==> config.mk <==
export PLATFORM = sky130hd
export DESIGN_NAME = counter_array_timebase_control
export DESIGN_NICKNAME = d
export VERILOG_FILES = /design/src/design/timebase_pkg.sv /design/src/design/edge_strobe.sv /design/src/design/tick_divider.sv /design/src/design/counter_array_timebase_control.sv
export SDC_FILE = /design/constraint.sdc
export NUM_CORES = 1
export LEC_CHECK = 0
export BUFFER_PORTS_ARGS = -buffer_cell sky130_fd_sc_hd__buf_2
export CELL_PAD_IN_SITES_DETAIL_PLACEMENT = 1
export CELL_PAD_IN_SITES_GLOBAL_PLACEMENT = 1
export CORE_UTILIZATION = 46
export CTS_BUF_LIST = sky130_fd_sc_hd__clkbuf_8
export DETAILED_ROUTE_END_ITERATION = 12
export HOLD_SLACK_MARGIN = 0.02
export PLACE_DENSITY = 0.94
export REMOVE_ABC_BUFFERS = 1
export SLEW_MARGIN = 20
export SYNTH_ARGS = -nofsm -noshare
export SYNTH_HDL_FRONTEND = slang
export SYNTH_SLANG_ARGS = --single-unit
==> constraint.sdc <==
create_clock -name MCLK -period 3.1 [get_ports MCLK]
set_clock_uncertainty 0.1 [all_clocks]
set_input_delay 0.93 -clock MCLK [delete_from_list [all_inputs] [get_ports MCLK]]
set_output_delay 0.93 -clock MCLK [all_outputs]
set_load 0.005 [all_outputs]
==> src/design/timebase_pkg.sv <==
// Constants and types for the counter array time base control block
package timebase_pkg;

   localparam logic [7:0] ADDR_CONTROL = 8'hD8;
   localparam logic [7:0] ADDR_MODE = 8'hD9;
   localparam logic [7:0] ADDR_COUNT_LO = 8'hE9;
   localparam logic [7:0] ADDR_COUNT_HI = 8'hF9;

   localparam int NUM_MODULES = 5;
   localparam int SYNC_STAGES = 2;

   localparam logic [7:0] CONTROL_RESET = 8'h00;
   localparam logic [7:0] MODE_RESET = 8'h00;
   localparam logic [7:0] COUNT_BYTE_RESET = 8'h00;
   localparam logic [7:0] CONTROL_READ_MASK = 8'hDF;
   localparam logic [7:0] MODE_READ_MASK = 8'hC7;
   localparam logic [15:0] COUNT_MAX = 16'hFFFF;
   localparam logic [7:0] HALF_RATE_LIMIT = 8'h01;
   localparam logic [7:0] NO_DIVIDE_LIMIT = 8'h00;

   typedef enum logic [1:0] {
      SRC_PRESCALED = 2'b00,
      SRC_HALF = 2'b01,
      SRC_TIMER0 = 2'b10,
      SRC_EXTERNAL = 2'b11
   } count_src_t;

   typedef struct packed {
      logic idle_halt;
      logic module4_watchdog_enable;
      logic [2:0] unused;
      logic count_source_sel_hi;
      logic count_source_sel_lo;
      logic overflow_irq_enable;
   } mode_t;

   typedef struct packed {
      logic overflow_flag;
      logic counter_run;
      logic unused;
      logic [4:0] module_event_flag;
   } control_t;

   typedef struct packed {
      logic [7:0] addr;
      logic [7:0] wdata;
      logic wr;
      logic rd;
      logic bit_wr;
      logic [2:0] bit_sel;
      logic bit_val;
   } sfr_req_t;

endpackage

==> src/design/edge_strobe.sv <==
// Two-flop synchroniser with a one-cycle falling or rising edge strobe
`timescale 1ns/1ns
`default_nettype none
module edge_strobe
   import timebase_pkg::*;
#(
   parameter int STAGES = SYNC_STAGES,
   parameter bit FALLING = 1'b1
) (
   input wire logic clk,     // Peripheral clock
   input wire logic rst_n,   // Asynchronous reset, active low
   input wire logic din,     // Unsynchronised level
   output logic strobe       // One pulse per selected edge
);

   logic [STAGES-1:0] sync_reg;
   logic prev_reg;
   logic strobe_reg;
   wire logic synced = sync_reg[STAGES-1];
   wire logic edge_seen = FALLING ? (prev_reg & ~synced)
                                  : (~prev_reg & synced);

   always_ff @(posedge clk or negedge rst_n) begin
      if (!rst_n) begin
         sync_reg <= '0;
         prev_reg <= 1'b0;
         strobe_reg <= 1'b0;
      end else begin
         sync_reg <= {sync_reg[STAGES-2:0], din};
         prev_reg <= synced;
         strobe_reg <= edge_seen;
      end
   end

   assign strobe = strobe_reg;

endmodule
`default_nettype wire

==> src/design/tick_divider.sv <==
// Free-running divider giving one tick every limit+1 clock cycles
`timescale 1ns/1ns
`default_nettype none
module tick_divider #(
   parameter int WIDTH = 8
) (
   input wire logic clk,               // Peripheral clock
   input wire logic rst_n,             // Asynchronous reset, active low
   input wire logic [WIDTH-1:0] limit, // Divide ratio minus one
   output logic tick                   // One-cycle tick
);

   logic [WIDTH-1:0] count_reg;
   logic [WIDTH-1:0] count_next;
   logic tick_reg;
   wire logic at_limit = (count_reg >= limit);

   assign count_next = at_limit ? '0 : count_reg + 1'b1;

   always_ff @(posedge clk or negedge rst_n) begin
      if (!rst_n) begin
         count_reg <= '0;
         tick_reg <= 1'b0;
      end else begin
         count_reg <= count_next;
         tick_reg <= at_limit;
      end
   end

   assign tick = tick_reg;

endmodule
`default_nettype wire

==> src/design/counter_array_timebase_control.sv <==
// Time base, control and mode registers and request of the counter array
`timescale 1ns/1ns
`default_nettype none
module counter_array_timebase_control
   import timebase_pkg::*;
#(
   parameter int PRESCALE_WIDTH = 8
) (
   input wire logic MCLK,                       // Peripheral clock
   input wire logic RESETN,                     // Async reset, active low
   input wire sfr_req_t SFR_REQ,                // Register access request
   output logic [7:0] SFR_RDATA,                // Read data, one cycle late
   input wire logic IDLE_MODE,                  // Processor in idle
   input wire logic FAST_MODE,                  // Fast timing mode
   input wire logic ARRAY_DOUBLE_SPEED,         // Clock control 0 bit
   input wire logic [PRESCALE_WIDTH-1:0] PRESCALE_VALUE, // Prescale
   input wire logic TIMER0_OVERFLOW,            // Timer 0 overflow pulse
   input wire logic EXTERNAL_COUNT_INPUT,       // External count pin
   input wire logic ARRAY_IRQ_ENABLE,           // Enable in irq reg 0
   input wire logic [NUM_MODULES-1:0] MODULE_EVENT, // Match/capture
   input wire logic [NUM_MODULES-1:0] MODULE_EVENT_IRQ_ENABLE, // Enables
   output logic [15:0] COUNT,                   // Shared time base
   output logic MODULE4_WATCHDOG_ENABLE,        // Module 4 watchdog on
   output logic ARRAY_IRQ                       // Combined request
);

   ////////////////////////////////////////////////////////////////////////
   // Register decode

   function automatic logic [7:0] merge_write(input logic [7:0] old,
                                              input sfr_req_t req);
      logic [7:0] result;
      result = old;
      if (req.wr) begin
         result = req.wdata;
      end else if (req.bit_wr) begin
         result[req.bit_sel] = req.bit_val;
      end
      return result;
   endfunction

   control_t control_reg;
   control_t control_next;
   mode_t mode_reg;
   mode_t mode_next;
   logic [7:0] count_lo_reg;
   logic [7:0] count_hi_reg;
   logic [15:0] count_next;
   logic [7:0] rdata_reg;
   logic [7:0] rdata_next;
   logic irq_reg;
   logic irq_next;

   wire logic sel_control = (SFR_REQ.addr == ADDR_CONTROL);
   wire logic sel_mode = (SFR_REQ.addr == ADDR_MODE);
   wire logic sel_lo = (SFR_REQ.addr == ADDR_COUNT_LO);
   wire logic sel_hi = (SFR_REQ.addr == ADDR_COUNT_HI);

   // Only the control register takes single-bit writes
   wire logic wr_control = sel_control & (SFR_REQ.wr | SFR_REQ.bit_wr);
   wire logic wr_mode = sel_mode & SFR_REQ.wr;
   wire logic wr_lo = sel_lo & SFR_REQ.wr;
   wire logic wr_hi = sel_hi & SFR_REQ.wr;
   wire logic wr_count = wr_lo | wr_hi;

   wire logic [7:0] control_written = merge_write(control_reg, SFR_REQ);
   wire control_t sw_control = control_t'(control_written);

   ////////////////////////////////////////////////////////////////////////
   // Count source selection

   wire logic [15:0] count_now = {count_hi_reg, count_lo_reg};
   wire count_src_t source = count_src_t'({mode_reg.count_source_sel_hi,
                                           mode_reg.count_source_sel_lo});
   wire logic prescale_on = ~FAST_MODE | ARRAY_DOUBLE_SPEED;
   wire logic [PRESCALE_WIDTH-1:0] prescale_limit =
      prescale_on ? PRESCALE_VALUE
                  : PRESCALE_WIDTH'(NO_DIVIDE_LIMIT);

   logic tick_prescaled;
   logic tick_half;
   logic tick_timer0;
   logic tick_external;

   tick_divider #(
      .WIDTH(PRESCALE_WIDTH)
   ) u_prescale_div (
      .clk(MCLK),
      .rst_n(RESETN),
      .limit(prescale_limit),
      .tick(tick_prescaled)
   );

   tick_divider #(
      .WIDTH(8)
   ) u_half_div (
      .clk(MCLK),
      .rst_n(RESETN),
      .limit(HALF_RATE_LIMIT),
      .tick(tick_half)
   );

   edge_strobe #(
      .STAGES(SYNC_STAGES),
      .FALLING(1'b0)
   ) u_timer0_edge (
      .clk(MCLK),
      .rst_n(RESETN),
      .din(TIMER0_OVERFLOW),
      .strobe(tick_timer0)
   );

   edge_strobe #(
      .STAGES(SYNC_STAGES),
      .FALLING(1'b1)
   ) u_external_edge (
      .clk(MCLK),
      .rst_n(RESETN),
      .din(EXTERNAL_COUNT_INPUT),
      .strobe(tick_external)
   );

   logic source_tick;
   always_comb begin
      case (source)
         SRC_PRESCALED: source_tick = tick_prescaled;
         SRC_HALF: source_tick = tick_half;
         SRC_TIMER0: source_tick = tick_timer0;
         SRC_EXTERNAL: source_tick = tick_external;
         default: source_tick = 1'b0;
      endcase
   end

   ////////////////////////////////////////////////////////////////////////
   // Counter

   wire logic idle_stop = mode_reg.idle_halt & IDLE_MODE;
   wire logic count_en = control_reg.counter_run & ~idle_stop
                         & source_tick & ~wr_count;
   wire logic wrap = count_en & (count_now == COUNT_MAX);

   always_comb begin
      count_next = count_now;
      if (count_en) begin
         count_next = count_now + 16'h0001;
      end
      if (wr_lo) begin
         count_next[7:0] = SFR_REQ.wdata;
      end
      if (wr_hi) begin
         count_next[15:8] = SFR_REQ.wdata;
      end
   end

   ////////////////////////////////////////////////////////////////////////
   // Control, mode and flags

   always_comb begin
      control_next = control_reg;
      if (wr_control) begin
         control_next = sw_control;
      end
      control_next.unused = 1'b0;
      // Hardware set is applied last so it wins a same-cycle clear
      control_next.overflow_flag = control_next.overflow_flag | wrap;
      control_next.module_event_flag = control_next.module_event_flag
                                       | MODULE_EVENT;
   end

   always_comb begin
      mode_next = mode_reg;
      if (wr_mode) begin
         mode_next = mode_t'(SFR_REQ.wdata);
      end
      mode_next.unused = 3'b000;
   end

   ////////////////////////////////////////////////////////////////////////
   // Interrupt request

   wire logic ovf_request = control_reg.overflow_flag
                            & mode_reg.overflow_irq_enable;
   wire logic [NUM_MODULES-1:0] module_request =
      control_reg.module_event_flag & MODULE_EVENT_IRQ_ENABLE;

   assign irq_next = ARRAY_IRQ_ENABLE
                     & (ovf_request | (|module_request));

   ////////////////////////////////////////////////////////////////////////
   // Read path

   always_comb begin
      rdata_next = rdata_reg;
      if (SFR_REQ.rd) begin
         if (sel_control) begin
            rdata_next = control_reg & CONTROL_READ_MASK;
         end else if (sel_mode) begin
            rdata_next = mode_reg & MODE_READ_MASK;
         end else if (sel_lo) begin
            rdata_next = count_lo_reg;
         end else if (sel_hi) begin
            rdata_next = count_hi_reg;
         end else begin
            rdata_next = 8'h00;
         end
      end
   end

   ////////////////////////////////////////////////////////////////////////
   // State

   always_ff @(posedge MCLK or negedge RESETN) begin
      if (!RESETN) begin
         control_reg <= control_t'(CONTROL_RESET);
         mode_reg <= mode_t'(MODE_RESET);
         count_lo_reg <= COUNT_BYTE_RESET;
         count_hi_reg <= COUNT_BYTE_RESET;
      end else begin
         control_reg <= control_next;
         mode_reg <= mode_next;
         count_lo_reg <= count_next[7:0];
         count_hi_reg <= count_next[15:8];
      end
   end

   always_ff @(posedge MCLK or negedge RESETN) begin
      if (!RESETN) begin
         rdata_reg <= 8'h00;
         irq_reg <= 1'b0;
      end else begin
         rdata_reg <= rdata_next;
         irq_reg <= irq_next;
      end
   end

   assign SFR_RDATA = rdata_reg;
   assign COUNT = count_now;
   assign MODULE4_WATCHDOG_ENABLE = mode_reg.module4_watchdog_enable;
   assign ARRAY_IRQ = irq_reg;
endmodule
`default_nettype wire

==> metrics.cfg, run 1 <==
[outcome]
outcome=finished clean

[route]
vias=2969
drtIter0Drc=220
viasPerCell=5.78
drc=0
first_pass_iters=4
post_drt_wl_per_cell_um=18.7
final_antenna_net_count=0
wl_um=9610

[place]
dp_slack_ns=0.137
io_buffers=74
gp_congestion=0.847
dp_hpwl_um=6960
place_area_um2=3810
dp_cells=498

[global_routing]
grt_max_degree=64
grt_usage=0.274
antenna_found_initial=0
grt_pass1_vias=3045
grt_pass1_wl_um=15300
grt_overflow_total=0

[cts]
post_cts_buffers=0
post_cts_resize_count=0
cts_sinks=63
clk_path_buf_depth=2
hold_buffers=0
numCtsBuffers=9
cts_tree=yes
insertion_delay_ns=0.36
path_clk_slew_ns=0.08
cts-root-buf=clkbuf_8
h-tree-depth=3

[sta]
period_needed_ns=2.61
final-max-slew-violation-count=0
finalSetupViolations=0
tightest_slew_ns=0.689
maxSlewHeadroom=0.537
hold_viol=0
fin_ws_ns=0.492
timing.final.crit_share=0.841
rsz0062_at_grt=no
finalSetupTns_ns=0
fmax_mhz=384

[logic_synthesis]
synth_area_um2=3330
synth_simple_gate_area_frac=0.198
yosysMostFrequentCell=dfrtp_1
synthAdderAreaFrac=0.0488
synth_top_family_by_area=simple AND/OR/NAND/NOR gates
synth.area.top_cells=dfrtp_1 (47%), nor2_1 (5.0%), ha_1 (4.9%)
yosysWarnings=0
synth_top_area_cell=dfrtp_1
synth_ff_type=dfrtp_1
ys_types=49
synth_compound_area_frac=0.131
ys_ff_latch=63
synth-xor-area-share=0.0420
ys_seq_area_frac=0.473
synthTopCellsByCount=dfrtp_1 (63), nor2_1 (44), a21oi_1 (30), nand2_1 (19), nand3_1 (18)
synth_enable_flop_cells=0
syn_area_per_cell_um2=9.92
syn_inst=336
ys_async_sr_fraction=1.00
synth.mux.area_fraction=0.0739
yosysTopAreaCellShare=0.473

[worst_setup_path]
crit_fanout=9
cpPeakStageDelay_ns=0.29
crit_chain=buf_2 > nand2b_1 > and2_1 > ha_1 > nand2b_1 > a211o_1 > a21oi_1 > o21ai_1 > nor2_1
slowest_stage=a211o_1
endpoint_kind=register
cp-start-kind=input pin
worstPathArrival_ns=2.78
required_ns=3.27
worstSetupPathType=input pin to register
cpMostUsedCell=nand2b_1

[power_and_ir_drop]
p_total_w=0.00217
p_per_area_nw_per_um2=540
p_leak_nw=1.95
ir_drop_uv=309

[final_layout]
final.fill_count=811
diodes=0
stdcell_area_um2=4020
layout.nets=475
area_growth_pct=20.4
layout-drive-gt1-share=0.266
final_cells=514

[floorplanning]
num_io_pins=75
die_x_um=87.1
fp.dieH_um=87.1
die-area_um2=7590
num_rows=30
core_um2=6910
initial_core_util=0.483

[flow_run]
maxCapViolCount=0

[hold_path]
hold_class=register to register

==> kinds of logic after synthesis <==
kind of cell	after synthesis
and+or+nand+nor	126
AOI/OAI and AO/OA	69
xor gates and xnor gates	16
other	1
muxes	22
buffers and inverters	26
adders and majority gates	13
DFF	63
==> metrics by stage <==
step | util | hold WS, ns
6_report | 0.581 | 0.254
5_1_grt | 0.581 | 0.263
4_1_cts | 0.581 | 0.257
3_5_place_dp | 0.552 | 0.239
3_3_place_gp | 0.552 | 0.232
2_1_floorplan | - | 0.231
==> path summary, 6_finish.rpt <==
check / slack [ns] / startpoint / end / cells past startpoint
max: 0.49 / ARRAY_DOUBLE_SPEED / u_prescale_div.count_reg[4] / 9
min: 0.25 / u_external_edge.sync_reg[0] / u_external_edge.sync_reg[1] / 0
max reg2reg: 1.06 / u_prescale_div.count_reg[5] / u_prescale_div.count_reg[4] / 6
min reg2reg: 0.25 / u_external_edge.sync_reg[0] / u_external_edge.sync_reg[1] / 0
max in group asynchronous: 2.13 / RESETN / control_reg[7] / 2
min in group asynchronous: 0.45 / RESETN / count_hi_reg[4] / 2
==> routing by layer <==
layer | wire length, µm | global-route usage | up-vias | part of all wire
met1 | 3960 | 0.336 | 1482 | 0.41
li1 | - | - | 1356 | -
met5 | 0 | 0 | - | 0
met4 | 356 | 0.142 | 0 | 0.037
met2 | 4780 | 0.454 | 104 | 0.50
met3 | 504 | 0.0616 | 27 | 0.052
==> cell type report <==
type	instances	area (µm²)	area share
Timing Repair Buffer	78	413	0.103
Multi-Input combinational cell	251	1660	0.414
Clock inverter	7	81.3	0.0203
Sequential cell	63	1580	0.393
Tap cell	96	120	0.0299
Clock buffer	9	124	0.0309
Inverter	10	37.5	0.00935
==> critical path, delay by kind of cell <==
family / cells / cell delay (ns)
AO/OA/AOI/OAI: 3 / 0.68
AND/OR/NAND/NOR: 4 / 0.82
adder cells (fa/ha/maj): 1 / 0.25
buffers and inverters: 1 / 0.09
==> cell usage in the layout, fill, tap and decap left out, types with 4 or more instances in the layout <==
cell / instances
a21oi_1: 30
a22oi_1: 7
a31oi_1: 5
and3_1: 8
buf_2: 74
clkbuf_8: 9
conb_1: 5
dfrtp_1: 63
ha_1: 13
inv_1: 10
mux2_2: 11
mux2i_1: 10
nand2_1: 19
nand3_1: 18
nand3b_1: 4
nand4_1: 9
nor2_1: 44
nor2b_1: 4
o21ai_0: 8
xor2_1: 13
==> power by group <==
group	switching, W	internal (W)	total (W)
registers	0.0000997	0.000907	0.00101
logic	0.000221	0.000192	0.000413
clock network	0.000369	0.000380	0.000749
(Power assumes the default switching activity.)
==> run 2: changes to the inputs <==
--- a/config.mk
+++ b/config.mk
@@ -8,11 +8,11 @@
 export BUFFER_PORTS_ARGS = -buffer_cell sky130_fd_sc_hd__buf_2
 export CELL_PAD_IN_SITES_DETAIL_PLACEMENT = 1
 export CELL_PAD_IN_SITES_GLOBAL_PLACEMENT = 1
-export CORE_UTILIZATION = 46
+export CORE_UTILIZATION = 43
 export CTS_BUF_LIST = sky130_fd_sc_hd__clkbuf_8
 export DETAILED_ROUTE_END_ITERATION = 12
 export HOLD_SLACK_MARGIN = 0.02
-export PLACE_DENSITY = 0.94
+export PLACE_DENSITY = 0.9
 export REMOVE_ABC_BUFFERS = 1
 export SLEW_MARGIN = 20
 export SYNTH_ARGS = -nofsm -noshare
==> constraint.sdc (replaced) <==
create_clock -name MCLK -period 2.62 [get_ports MCLK]
set_clock_uncertainty 0.1 [all_clocks]
set_input_delay 0.786 -clock MCLK [delete_from_list [all_inputs] [get_ports MCLK]]
set_output_delay 0.786 -clock MCLK [all_outputs]
set_load 0.005 [all_outputs]
==> run 2 against run 1 <==
  * Sequential share of layout area down 0.27 points
  * Sequential cell count did not move
  * Routed wire length decreased by 4.6%
  * Power grew 13%
  * Cell area increased by 0.69%
  * Largest power group unchanged
  * Via count is 0.98% lower
  * Utilization decreased by 3.3 points
  * Highest routed layer unchanged
==> metrics.cfg, run 2 (synthesis results as in run 1) <==
[outcome]
outcome=finished clean  ; unchanged

[sta]
finalSetupViolations=0  ; unchanged
maxSlewHeadroom=0.560  ; was 0.537
whs_ns=0.256  ; was 0.254 ns
rsz0062_at_grt=no  ; unchanged
period_needed_ns=2.34
timing.final.crit_share=0.895
tightest_slew_ns=0.655  ; was 0.689 ns
fmax_mhz=427
finalSetupTns_ns=0  ; unchanged
hold_viol=0  ; unchanged
final-max-slew-violation-count=0  ; unchanged
fin_ws_ns=0.275  ; was 0.492 ns

[cts]
post_cts_buffers=0  ; unchanged
h-tree-depth=3  ; unchanged
post_cts_resize_count=0  ; unchanged
numCtsBuffers=9  ; unchanged
clk_path_buf_depth=2  ; unchanged
cts_tree=yes  ; unchanged
cts_sinks=63  ; unchanged
cts-root-buf=clkbuf_8  ; unchanged
hold_buffers=0  ; unchanged
path_clk_slew_ns=0.07  ; was 0.08 ns
insertion_delay_ns=0.34  ; was 0.36 ns

[place]
dp_slack_ns=-0.0918  ; was 0.137 ns
io_buffers=74  ; unchanged
gp_congestion=0.847  ; about the same
dp_cells=507  ; was 498
dp_hpwl_um=7030  ; was 6960 µm

[route]
final_antenna_net_count=0  ; unchanged
post_drt_wl_per_cell_um=17.5  ; was 18.7 µm
drtIter0Drc=115  ; was 220
drc=0  ; unchanged
first_pass_iters=5  ; was 4
wl_um=9160  ; was 9610 µm
vias=2940  ; was 2,969
viasPerCell=5.62  ; was 5.78

[floorplanning]
initial_core_util=0.452  ; was 0.483
num_rows=31  ; was 30
fp.dieH_um=90.1  ; was 87.1 µm
die_x_um=90.1  ; was 87.1 µm
num_io_pins=75  ; unchanged
core_um2=7370  ; was 6910 µm²
die-area_um2=8110  ; was 7590 µm²

[power_and_ir_drop]
p_per_area_nw_per_um2=605  ; was 540 nW/µm²
ir_drop_uv=342  ; was 309 µV
p_leak_nw=1.96  ; was 1.95 nW

[final_layout]
final_common_cell=buf_2  ; unchanged
final_cells=523  ; was 514
diodes=0  ; unchanged
layout-drive-gt1-share=0.276  ; was 0.266
area_growth_pct=21.2  ; was 20.4%
final.fill_count=879  ; was 811
layout.nets=481  ; was 475
post-route-util=0.549  ; was 0.581
final_cell_mix=buf_2 (74), dfrtp_1 (63), nor2_1 (44)  ; unchanged

[hold_path]
hold_class=register to register  ; unchanged

[global_routing]
grt_pass1_wl_um=15200  ; was 15,300 µm
grt_pass1_vias=3068  ; was 3,045
antenna_found_initial=0  ; unchanged
grt_usage=0.239  ; was 0.274
grt_overflow_total=0  ; unchanged
grt_max_degree=64  ; unchanged

[worst_setup_path]
required_ns=2.71  ; was 3.27 ns
worstSetupPathType=input pin to register  ; unchanged
cp-start-kind=input pin  ; unchanged
crit_fanout=9  ; unchanged
worstPathArrival_ns=2.44  ; was 2.78 ns
endpoint_kind=register  ; unchanged

[flow_run]
maxCapViolCount=0  ; unchanged

-- run 2: cell count changes in the layout (fill, tap and decap cells not counted), sizes merged --
cell / previous run / this run
clkbuf: 9 / 10
bufinv: 1 / 0
inv: 12 / 10
clkinv: 3 / 4
buf: 78 / 84
clkinvlp: 1 / 2
-- run 2: through the flow --
step | instance area (µm²) | total power [W]
5_1_grt | 4040 | 0.00259
6_report | 4040 | 0.00245
2_1_floorplan | 3280 | 0.00145
3_5_place_dp | 3860 | 0.00170
4_1_cts | 4040 | 0.00247
3_3_place_gp | 3860 | 0.00164
-- run 2: per-layer routing --
layer  global-route usage  up-vias  part of all wire
met2                0.400       92              0.50
li1                     -     1374                 -
met5                    0        -                 0
met1                0.294     1456              0.42
met4               0.0927        0             0.019
met3               0.0635       18             0.061
-- run 2: final timing paths --
| kind | start | to | slack (ns) | cells after the start |
|---|---|---|---|---|
| setup reg to reg | mode_reg[1] | count_hi_reg[4] | 0.63 | 5 |
| hold reg to reg | u_external_edge.sync_reg[0] | u_external_edge.sync_reg[1] | 0.26 | 0 |
| setup / recovery | ARRAY_DOUBLE_SPEED | u_prescale_div.count_reg[7] | 0.28 | 10 |
| hold / removal | u_external_edge.sync_reg[0] | u_external_edge.sync_reg[1] | 0.26 | 0 |
| max in group asynchronous | RESETN | SFR_RDATA[4] | 1.79 | 2 |
| min in group asynchronous | RESETN | count_hi_reg[4] | 0.33 | 2 |
-- run 2: report_power, final --
part / switching [W] / internal [W] / leakage (nW)
Sequential: 0.000118 / 0.00107 / 0.789
Combinational: 0.000249 / 0.000229 / 1.08
Clock: 0.000404 / 0.000371 / 0.0885
-- run 2: cell type report --
type | count | area [µm²] | share of cell area
repair buffers | 84 | 458 | 0.113
multi-input cells | 251 | 1660 | 0.411
flip-flops and latches | 63 | 1580 | 0.390
well taps | 99 | 124 | 0.0306
inverters | 10 | 37.5 | 0.00929
clock inverters | 6 | 46.3 | 0.0115
clock buffers | 10 | 138 | 0.0340
-- run 2: worst max-delay path, stage by stage --
cell and delay (ns):
buf_2 0.07, nand2b_1 0.10, buf_4 0.14, nand2_1 0.08
ha_1 0.31, nand4_1 0.09, nor2_1 0.13, a21oi_1 0.07
o21ai_1 0.52, nor2_1 0.13
==> run 3: changes to the inputs <==
--- a/config.mk
+++ b/config.mk
@@ -12,7 +12,7 @@
 export CTS_BUF_LIST = sky130_fd_sc_hd__clkbuf_8
 export DETAILED_ROUTE_END_ITERATION = 12
 export HOLD_SLACK_MARGIN = 0.02
-export PLACE_DENSITY = 0.9
+export PLACE_DENSITY = 0.91
 export REMOVE_ABC_BUFFERS = 1
 export SLEW_MARGIN = 20
 export SYNTH_ARGS = -nofsm -noshare
==> run 3 against run 2 <==
  * Sequential cell count stayed put
  * Die area stayed put
  * Register-to-register slack hardly changed
  * Routed wire length is 7.6% higher
  * Fmax is 1.4% lower
  * Cell area is 0.87% higher
  * Hold slack better by 0.00054 ns
  * Via count is 2.3% higher
==> metrics.cfg, run 3 (synthesis results as in run 1) <==
[final_layout]
final_cell_mix=buf_2 (74), dfrtp_1 (63), nor2_1 (44)  ; unchanged
final_cells=522  ; was 523
final_common_cell=buf_2  ; unchanged
final.fill_count=874  ; was 879
diodes=0  ; unchanged
area_growth_pct=22.3  ; was 21.2%
layout-drive-gt1-share=0.274  ; was 0.276
layout.nets=480  ; was 481

[place]
io_buffers=74  ; unchanged
dp_hpwl_um=7080  ; was 7030 µm
gp_congestion=0.891  ; was 0.847
dp_cells=506  ; was 507

[floorplanning]
core_um2=7370  ; unchanged
num_io_pins=75  ; unchanged
die_x_um=90.1  ; unchanged
initial_core_util=0.452  ; unchanged
die-area_um2=8110  ; unchanged
fp.dieH_um=90.1  ; unchanged
num_rows=31  ; unchanged

[cts]
path_clk_slew_ns=0.08  ; was 0.07 ns
post_cts_resize_count=0  ; unchanged
cts-root-buf=clkbuf_8  ; unchanged
cts_sinks=63  ; unchanged
numCtsBuffers=9  ; unchanged
insertion_delay_ns=0.36  ; was 0.34 ns
clk_path_buf_depth=2  ; unchanged
hold_buffers=0  ; unchanged
h-tree-depth=3  ; unchanged
cts_tree=yes  ; unchanged
post_cts_buffers=0  ; unchanged

[sta]
timing.final.crit_share=0.907  ; was 0.895
tightest_slew_ns=0.619  ; was 0.655 ns
period_needed_ns=2.38  ; was 2.34 ns
finalSetupViolations=0  ; unchanged
maxSlewHeadroom=0.584  ; was 0.560
final-max-slew-violation-count=0  ; unchanged
hold_viol=0  ; unchanged
rsz0062_at_grt=no  ; unchanged
fmax_mhz=421  ; was 427 MHz
finalSetupTns_ns=0  ; unchanged

[route]
drc=0  ; unchanged
drtIter0Drc=181  ; was 115
viasPerCell=5.76  ; was 5.62
final_antenna_net_count=0  ; unchanged
post_drt_wl_per_cell_um=18.9  ; was 17.5 µm
wl_um=9860  ; was 9160 µm
first_pass_iters=4  ; was 5
vias=3009  ; was 2,940

[global_routing]
antenna_found_initial=0  ; unchanged
grt_max_degree=36  ; was 64
grt_pass1_wl_um=16000  ; was 15,200 µm
grt_pass1_vias=3171  ; was 3,068
grt_overflow_total=0  ; unchanged
grt_usage=0.257  ; was 0.239

[power_and_ir_drop]
ir_drop_uv=381  ; was 342 µV
p_leak_nw=1.98  ; was 1.96 nW
p_per_area_nw_per_um2=654  ; was 605 nW/µm²

[worst_setup_path]
worstPathArrival_ns=2.55  ; was 2.44 ns
required_ns=2.80  ; was 2.71 ns
worstSetupPathType=input pin to register  ; unchanged
endpoint_kind=register  ; unchanged
cp-start-kind=input pin  ; unchanged
crit_fanout=9  ; unchanged

[flow_run]
maxCapViolCount=0  ; unchanged

[hold_path]
hold_class=register to register  ; unchanged

[outcome]
outcome=finished clean  ; unchanged

==> run 3: layer usage <==
layer  vias up  wire [µm]  track usage
met2       105       5140        0.443
li1       1368          -            -
met5         -          0            0
met4         0        238        0.112
met1      1518       3970        0.305
met3        18        511       0.0592
==> run 3: worst paths after layout <==
check | startpoint | to | slack, ns | cells past startpoint
max in group asynchronous | RESETN | control_reg[1] | 1.59 | 2
setup reg to reg | mode_reg[1] | count_hi_reg[4] | 0.63 | 5
hold reg to reg | u_external_edge.sync_reg[0] | u_external_edge.sync_reg[1] | 0.26 | 0
hold / removal | u_external_edge.sync_reg[0] | u_external_edge.sync_reg[1] | 0.26 | 0
setup / recovery | ARRAY_DOUBLE_SPEED | u_prescale_div.count_reg[5] | 0.24 | 9
min in group asynchronous | RESETN | control_reg[3] | 0.27 | 1
==> run 3: through the flow <==
stage	setup slack [ns]	hold slack, ns	instance area, µm²	power (W)	utilization
2_1_floorplan	0.195	0.231	3280	0.00145	-
3_3_place_gp	-0.0236	0.234	3850	0.00165	0.523
3_5_place_dp	-0.141	0.242	3850	0.00169	0.523
4_1_cts	0.224	0.260	4080	0.00269	0.553
5_1_grt	0.0729	0.272	4080	0.00281	0.553
6_report	0.243	0.256	4080	0.00267	0.553
==> run 3: layout make-up <==
cell class / instances / area (µm²) / share of cell area
Clock buffer: 9 / 124 / 0.0304
Clock inverter: 7 / 103 / 0.0252
Inverter: 10 / 37.5 / 0.00921
Multi-Input combinational cell: 251 / 1660 / 0.408
Sequential cell: 63 / 1580 / 0.387
Tap cell: 99 / 124 / 0.0304
Timing Repair Buffer: 83 / 450 / 0.110
==> run 3: worst max-delay path, stage by stage <==
cell and delay (ns):
buf_2 0.09, nand2b_1 0.22, and2_1 0.21, ha_1 0.26
nand2b_1 0.14, a211o_1 0.28, a21oi_1 0.15, o21ai_1 0.22
nor2_1 0.19
==> run 3: where the power goes <==
group	internal, W	switching [W]	total (W)
clock	0.000547	0.000433	0.000980
combinational	0.000230	0.000258	0.000488
sequential	0.00107	0.000125	0.00120
total	0.00185	0.000817	0.00267
